File: src/inc/phy_ctl_pkg.sv
// Purpose: constants for the transceiver special control bits 7:2
// Assumes: one 16-bit register behind a plain strobe port
// Notes: offset chosen locally, bits outside 7:2 read zero
package phy_ctl_pkg;
  localparam logic [4:0] ctl_offset = 5'h10;
  localparam int self_test_bit = 2;
  localparam int mac_pwr_bit = 3;
  localparam int clk_dis_bit = 4;
  localparam int xover_lo = 5;
  localparam int xover_hi = 6;
  localparam int threshold_bit = 7;
  localparam logic rst_self_test = 1'h0;
  localparam logic rst_mac_pwr = 1'h1;
  localparam logic rst_clk_dis = 1'h0;
  localparam logic [1:0] rst_xover = 2'h3;
  localparam logic rst_threshold = 1'h0;
  typedef enum logic [1:0] {
    xover_mdi = 2'b00,
    xover_mdix = 2'b01,
    xover_resv = 2'b10,
    xover_auto = 2'b11
  } xover_mode_t;
endpackage

File: src/hw/phy_special_control.sv
// Purpose: special control register bits 7:2 and their decoded controls
// Assumes: inputs synchronous to clk_i
// Notes: analog effects of each control live outside this block
//
// The address map and strobed register access were decided locally.
`timescale 1ns/10ps
`default_nettype none
module phy_special_control #(
  parameter bit alt_variant = 1'b0
) (
  input wire logic clk_i,
  input wire logic sys_rst_i,
  input wire logic soft_rst_i,
  input wire logic [4:0] addr_i,
  input wire logic [15:0] wdata_i,
  input wire logic wr_i,
  input wire logic rd_i,
  output logic [15:0] rdata_o,
  input wire logic ref_clk_i,
  output logic gigabit_ref_clock_out_o,
  output logic collision_self_test_o,
  output logic mac_always_powered_o,
  output logic force_mdi_o,
  output logic force_mdix_o,
  output logic auto_crossover_o,
  output logic low_threshold_o
);
  logic self_test, next_self_test;
  logic mac_pwr, next_mac_pwr;
  logic clk_dis, next_clk_dis;
  logic [1:0] xover, next_xover;
  logic threshold, next_threshold;
  logic [15:0] next_rdata;
  logic hit;
  logic dis_eff;
  logic auto_eff;

  // one place for the crossover code compare, used by the auto, mdi and mdix outputs
  function automatic logic xover_is(input logic [1:0] x, input phy_ctl_pkg::xover_mode_t m);
    return x == m;
  endfunction

  assign hit = addr_i == phy_ctl_pkg::ctl_offset;

  always_comb begin
    next_self_test = self_test;
    next_mac_pwr = mac_pwr;
    next_clk_dis = clk_dis;
    next_xover = xover;
    next_threshold = threshold;
    if (soft_rst_i) begin
      // write in the same cycle loses to the reload
      next_mac_pwr = phy_ctl_pkg::rst_mac_pwr;
      next_clk_dis = phy_ctl_pkg::rst_clk_dis;
      next_xover = phy_ctl_pkg::rst_xover;
    end else if (wr_i && hit) begin
      next_self_test = wdata_i[phy_ctl_pkg::self_test_bit];
      next_mac_pwr = wdata_i[phy_ctl_pkg::mac_pwr_bit];
      next_clk_dis = wdata_i[phy_ctl_pkg::clk_dis_bit];
      next_xover = wdata_i[phy_ctl_pkg::xover_hi:phy_ctl_pkg::xover_lo];
      next_threshold = wdata_i[phy_ctl_pkg::threshold_bit];
    end
    next_rdata = 16'h0000;
    if (rd_i && hit) begin
      next_rdata[phy_ctl_pkg::self_test_bit] = self_test;
      next_rdata[phy_ctl_pkg::mac_pwr_bit] = mac_pwr;
      next_rdata[phy_ctl_pkg::clk_dis_bit] = clk_dis;
      next_rdata[phy_ctl_pkg::xover_hi:phy_ctl_pkg::xover_lo] = xover;
      next_rdata[phy_ctl_pkg::threshold_bit] = threshold;
    end
  end

  always_ff @(posedge clk_i) begin
    if (sys_rst_i) begin
      self_test <= phy_ctl_pkg::rst_self_test;
      mac_pwr <= phy_ctl_pkg::rst_mac_pwr;
      clk_dis <= phy_ctl_pkg::rst_clk_dis;
      xover <= phy_ctl_pkg::rst_xover;
      threshold <= phy_ctl_pkg::rst_threshold;
      rdata_o <= 16'h0000;
    end else begin
      self_test <= next_self_test;
      mac_pwr <= next_mac_pwr;
      clk_dis <= next_clk_dis;
      xover <= next_xover;
      threshold <= next_threshold;
      rdata_o <= next_rdata;
    end
  end

  // on the alternate variant bit 4 is ignored; software keeps it zero elsewhere too
  assign dis_eff = alt_variant ? xover[1] : clk_dis;
  assign auto_eff = alt_variant ? xover[0] : xover_is(xover, phy_ctl_pkg::xover_auto);
  // gating is combinational; a glitch-free gate would cost a latch cell
  assign gigabit_ref_clock_out_o = ref_clk_i & ~dis_eff;
  assign collision_self_test_o = self_test;
  assign mac_always_powered_o = mac_pwr;
  assign force_mdi_o = !alt_variant && xover_is(xover, phy_ctl_pkg::xover_mdi);
  assign force_mdix_o = !alt_variant && xover_is(xover, phy_ctl_pkg::xover_mdix);
  assign auto_crossover_o = auto_eff;
  assign low_threshold_o = threshold;

  a_hw_reset_values: assert property (@(posedge clk_i)
    $past(sys_rst_i)
    |-> !self_test && mac_pwr && !clk_dis && xover == 2'h3 && !threshold)
    else $error("wrong value after hardware reset");

  a_soft_keep_fields: assert property (@(posedge clk_i) disable iff (sys_rst_i)
    soft_rst_i
    |=> self_test == $past(self_test) && threshold == $past(threshold))
    else $error("soft reset changed kept fields");

  a_soft_reload_fields: assert property (@(posedge clk_i) disable iff (sys_rst_i)
    soft_rst_i
    |=> mac_pwr && !clk_dis && xover == 2'h3)
    else $error("soft reset did not reload fields");

  a_write_self_test: assert property (@(posedge clk_i) disable iff (sys_rst_i)
    wr_i && hit && !soft_rst_i
    |=> self_test == $past(wdata_i[2]))
    else $error("self test bit not written");

  a_write_threshold: assert property (@(posedge clk_i) disable iff (sys_rst_i)
    wr_i && hit && !soft_rst_i
    |=> low_threshold_o == $past(wdata_i[7]))
    else $error("threshold bit not written");

  a_write_mac_pwr: assert property (@(posedge clk_i) disable iff (sys_rst_i)
    wr_i && hit && !soft_rst_i
    |=> mac_always_powered_o == $past(wdata_i[3]))
    else $error("power bit not written");

  a_write_clk_dis: assert property (@(posedge clk_i) disable iff (sys_rst_i)
    wr_i && hit && !soft_rst_i
    |=> clk_dis == $past(wdata_i[4]))
    else $error("clock disable bit not written");

  a_write_xover: assert property (@(posedge clk_i) disable iff (sys_rst_i)
    wr_i && hit && !soft_rst_i
    |=> xover == $past(wdata_i[6:5]))
    else $error("crossover field not written");

  a_fields_hold: assert property (@(posedge clk_i) disable iff (sys_rst_i)
    !(wr_i && hit) && !soft_rst_i
    |=> $stable(self_test) && $stable(mac_pwr) && $stable(xover) && $stable(threshold))
    else $error("field changed without a write");

  a_clock_held_low: assert property (@(posedge clk_i) disable iff (sys_rst_i)
    dis_eff
    |-> !gigabit_ref_clock_out_o)
    else $error("reference clock not held low");

  a_clock_passes: assert property (@(posedge clk_i) disable iff (sys_rst_i)
    !dis_eff
    |-> gigabit_ref_clock_out_o == ref_clk_i)
    else $error("reference clock not passed");

  a_xover_decode: assert property (@(posedge clk_i) disable iff (sys_rst_i)
    !alt_variant
    |-> auto_crossover_o == (xover == 2'h3) && force_mdi_o == (xover == 2'h0)
      && force_mdix_o == (xover == 2'h1))
    else $error("crossover decode wrong");

  a_reserved_idle: assert property (@(posedge clk_i) disable iff (sys_rst_i)
    !alt_variant && xover == 2'h2
    |-> !force_mdi_o && !force_mdix_o && !auto_crossover_o)
    else $error("reserved crossover code acted");

  a_alt_mapping: assert property (@(posedge clk_i) disable iff (sys_rst_i)
    alt_variant
    |-> auto_crossover_o == xover[0] && dis_eff == xover[1])
    else $error("alternate bit mapping wrong");

  a_alt_no_force: assert property (@(posedge clk_i) disable iff (sys_rst_i)
    alt_variant
    |-> !force_mdi_o && !force_mdix_o)
    else $error("alternate variant forced a crossover");

  a_read_data: assert property (@(posedge clk_i) disable iff (sys_rst_i)
    rd_i && hit
    |=> rdata_o[7:2] == {$past(threshold), $past(xover), $past(clk_dis),
      $past(mac_pwr), $past(self_test)} && rdata_o[15:8] == 8'h00 && rdata_o[1:0] == 2'h0)
    else $error("read data wrong");

  a_read_idle_zero: assert property (@(posedge clk_i) disable iff (sys_rst_i)
    !(rd_i && hit)
    |=> rdata_o == 16'h0000)
    else $error("read data not cleared");

  c_soft_reset: cover property (@(posedge clk_i) soft_rst_i && self_test);
  c_manual_mdix: cover property (@(posedge clk_i) force_mdix_o);
  c_clock_disabled: cover property (@(posedge clk_i) dis_eff);
  c_read_back: cover property (@(posedge clk_i) rd_i && hit ##1 rdata_o[7]);
  c_alt_auto: cover property (@(posedge clk_i) alt_variant && auto_crossover_o);
endmodule
`default_nettype wire

File: config.mk
export PLATFORM = sky130hd
export DESIGN_NAME = phy_special_control
export DESIGN_NICKNAME = d
export VERILOG_FILES = /design/src/inc/phy_ctl_pkg.sv /design/src/hw/phy_special_control.sv
export SDC_FILE = /design/constraint.sdc
export NUM_CORES = 1
export LEC_CHECK = 0
export ABC_AREA = 1
export BUFFER_PORTS_ARGS = -buffer_cell sky130_fd_sc_hd__buf_2
export CAP_MARGIN = 40
export CORE_MARGIN = 4
export CORE_UTILIZATION = 39
export CTS_BUF_LIST = sky130_fd_sc_hd__clkbuf_8 sky130_fd_sc_hd__clkbuf_16
export DETAILED_ROUTE_END_ITERATION = 6
export HOLD_SLACK_MARGIN = 0.06
export PLACE_DENSITY = 0.81
export SLEW_MARGIN = 20
export SYNTH_ARGS = -nofsm -noshare
export SYNTH_HDL_FRONTEND = slang
export SYNTH_SLANG_ARGS = --single-unit
File: constraint.sdc
create_clock -name clk_i -period 1.8 [get_ports clk_i]
set_clock_uncertainty 0.05 [all_clocks]
set_input_delay 0.18 -clock clk_i [delete_from_list [all_inputs] [get_ports clk_i]]
set_output_delay 0.18 -clock clk_i [all_outputs]
set_load 0.02 [all_outputs]
Yosys cells after proc, flatten, opt, wreduce, memory -nomap -nowiden
Index checks and enable logic that the tools add are counted.
Widths: inputs -> output; s select.
{ "classes": {"n_reduce_logical": 6, "shift": 0, "muxes": 0, "n_div": 0, "n_bitwise": 4, "n_addsub": 0, "eq_ne": 3, "n_mul": 0, "magnitude_cmp": 0} }
{ "ops": {"columns": ["cell", "n"], "rows": [
  ["$eq 5x5->1 const B", 1],
  ["$reduce_or 2->1", 2],
  ["$not 1->1", 3],
  ["$eq 2x1->1 const B", 1],
  ["$eq 2x2->1 const B", 1],
  ["$logic_and 1x1->1", 2],
  ["$logic_not 2->1", 1],
  ["$reduce_and 2->1", 1],
  ["$and 1x1->1", 1]
]} }
{ "word_totals": {"output_inout_bits": 23, "ram_bits": 0, "word_cells": 20, "regBits": 22, "in_bits": 27, "mem_count": 0, "rom_bits": 0, "latch_bits": 0} }

Logic depth before layout (Yosys ltp)
{ "depth": {"depth_word": 4, "mapped_depth": 6} }

Worst setup path after synthesis
OpenSTA, ideal clock, no wires.
{ "synth_path": {"path_kind": "reg-to-output", "startpoint": "reg xover[0]", "endpoint": "out force_mdix_o", "arrival_time_ps": 687, "setup_slack_ps": 883, "stages_incl_launch_ff": 3, "path_buffers": 0, "required_ps": 1570, "cell_sequence": "dfxtp_1 -> inv_1 -> nor2_1"} }
{ "synth_via": {"elab_chain_len": 1} }
{ "synth_rtl": {"columns": ["element", "line", "source"], "rows": [
  ["start: declaration", "phy_special_control.sv:31", "logic [1:0] xover, next_xover;"],
  ["start signal: assignment", "phy_special_control.sv:78", "xover <= phy_ctl_pkg::rst_xover;"],
  ["start signal: assignment", "phy_special_control.sv:85", "xover <= next_xover;"],
  ["$eq 2x1->1", "phy_special_control.sv:40", "return x == m;"],
  ["end: declaration", "phy_special_control.sv:24", "output logic force_mdix_o,"]
]} }
No other way between the ends.

Final worst setup path
Ends and elaborated chain as after synthesis.

==> run summary <==
The startpoint identified for the worst register-to-register timing path is xover[0]. The first-pass iteration count of the detailed router came out at 4. Summed over all cells, the static leakage comes to 0.4397 nW. The fraction of layout instances using a drive strength above 1 is 42.59%. Clock tree synthesis selected as its root buffer the cell clkbuf_8. No sink is reached through more buffers than the 2 on the longest clock path.

The count of pins on the block boundary is 50. The total power divided by cell area is 731.3 nW/um2. The final cycle utilization of the critical path is 64.46%. The end of the worst register-to-register path is rdata_o[5].

The netlist uses 15 different library cells. The height of the die is 47.24 um. For this run, design rule violations remaining after detail routing come to 0.

The starting DRC count in detailed routing is 10. The total track usage is 11.82%. The post-cts gate resize count came out at 0. Synthesis produced 77 cells. The floorplan core area is 1383 um2. The via count of the first global-routing pass is 512. The largest net degree at the start of global routing came out at 7. Across the VDD grid, the largest voltage drop is 0.3756 mV.

The instance area at placement came out at 723.2 um2. The flow ran to the end, and the final reports show no timing, DRC or antenna violations. After synthesis the netlist holds a flip-flop and latch count of 12. The routed layout has 526 vias. The routability congestion estimate is 0.6807. The clock slew at the register clock pins of the worst setup and hold paths is 50 ps. The number of failing hold endpoints at the final stage came to 0.

The minimum clock period after layout came out at 1160 ps. The growth of design area from synthesis to finish is 27.29%. The number of fill cells in the layout is 138. The number of nets in the layout came out at 137.

The number of max-capacitance violations reported is 0. The x dimension of the die is 47.24 um. The post-CTS repair timing setup buffer count came out at 0. In this run the cell area of the synthesized design comes to 600.6 um2. The data arrival time of the critical path is 930 ps. The startpoint identified for the worst hold timing path is wdata_i[3]. Setup repair after global routing left no endpoint under its margin. The number of cells on the worst reg-to-reg path is 2. By startpoint and endpoint, the worst setup path is classified as flip-flop to output port.

The number of H-tree levels came out at 1. The worst register-to-register path has a setup slack of 1130 ps. The number of buffers inserted during clock tree synthesis came out at 3. The total number of clock tree sinks is 12. The count of final setup violators came out at 0. Wires add up to 1180 um. The antenna diode count is 0.

The final count of pins violating max slew came out at 0. The summed area of non-filler cells in the final layout came out at 764.5 um2. The total grt overflow came out at 0. The first-pass GRT wire length is 1876 um.

The number of routed nets with antenna violations came out at 0. The largest fanout on the critical path is 4. Including well taps, the total number of placed cells is 120. The source-to-sink clock delay at the later pin of the worst-skew pair came out at 230 ps. The average wire length per cell after detail routing came out at 9.593 um. At the worst endpoint, the required time is 1570 ps. The register area share after synthesis is 40.00%. The estimated wirelength of the detail-placed design is 998.1 um. The type of destination of the critical path is an output port. The post-layout instance count excluding filler cells is 123.

The TritonCTS clock tree is yes. For this run, the number of Yosys warnings is 0. The initial antenna violation count came out at 0.

Timing would allow up to 0.8619 GHz. The worst-case hold path end point is mac_always_powered_o. Dividing the synthesized area by the synthesized cell count gives 7.800 um2. The number of buffers inserted by hold repair at cts is 0.

The placement row count came out at 13. The die area came out at 2232 um2. The type of element launching the critical path is a flip-flop. The starting utilization of the core area came out at 43.44%. The total negative setup slack came out at 0 ps.

The ratio of routed vias to standard cells came out at 4.276. The number of stages on the worst hold path came out at 3. The path class of the tightest hold or removal check is input pin to flip-flop. The count of input and output buffers is 29.
==> flip-flops by register name, summed over array words and instances (netlist names) <==
| signal | flops |
|---|---|
| rdata_o | 6 |
| low_threshold_o | 1 |
| clk_dis | 1 |
| xover | 2 |
| collision_self_test_o | 1 |
| mac_always_powered_o | 1 |
==> through the flow <==
step	setup slack, ps	power [mW]	hold WS (ps)	util (%)
finish	639.7	0.5591	97.81	55.29
global route	573.5	0.5868	110.9	55.29
detailed placement	789.5	0.3388	334.0	52.31
global placement	819.6	0.3372	332.2	52.31
floorplan	882.7	0.3284	243.2	-
CTS	636.6	0.5663	94.69	55.29
==> layer usage <==
metal	track usage (%)	up-vias	share of wire, %
met5	0	-	0
met4	7.182	0	0.51
met3	2.299	2	11
met2	20.05	25	49
met1	13.47	231	40
li1	-	268	-
==> synth_stat cells <==
library cell,number,area [um2]
nand2_1,10,37.54
nand4_4,1,21.27
nand3_1,3,15.01
nor2_2,8,50.05
inv_2,1,3.750
nand2_2,1,6.260
nor2_4,2,22.52
buf_4,10,75.07
nand3_4,1,17.52
o21ai_1,1,5.000
inv_1,14,52.55
dfxtp_1,12,240.2
nor2_1,10,37.54
nand4_1,2,12.51
conb_1,1,3.750
==> critical path: stages (launching register included) <==
cell     delay [ps]
dfxtp_1         380
inv_1            80
nor2_1           80
buf_2           160
==> worst max-delay path by stage <==
stage | start | endpoint | slack [ps] | cells after the start
floorplan | xover[0] | force_mdix_o | 880 | 2
global placement | addr_i[1] | collision_self_test_o | 820 | 7
detailed placement | addr_i[1] | low_threshold_o | 790 | 7
CTS | xover[0] | force_mdix_o | 640 | 3
global route | xover[0] | force_mdix_o | 570 | 3
finish | xover[0] | force_mdix_o | 640 | 3
==> cell families after synthesis <==
group,count (synthesis),synth area share (%)
AND/OR/NAND/NOR,38,36.67
buffers and inverters,25,21.87
flip-flops,12,40.00
AO/OA/AOI/OAI,1,0.8325
other,1,0.6244
==> power breakdown <==
part	leakage [nW]	internal, mW	switching [mW]
clock network	0.0216	0.146	0.0789
logic	0.321	0.0203	0.0457
registers	0.0968	0.268	0.000771
total	0.440	0.434	0.125
==> final cells by class <==
cell class | instances | area (um2) | share of cell area (%)
well taps | 15 | 18.77 | 2.455
repair buffers | 29 | 145.1 | 18.99
clock buffers | 3 | 41.29 | 5.401
inverters | 15 | 56.30 | 7.365
flip-flops and latches | 12 | 240.2 | 31.42
multi-input cells | 49 | 262.8 | 34.37
==> layout by cell type (no fill, tap or decap), drive strengths merged <==
cell    count
nand3       4
clkbuf      3
buf        29
dfxtp      12
o21ai       1
nand4       3
inv        15
conb       10
nor2       20
nand2      11
(Power assumes the default switching activity.)
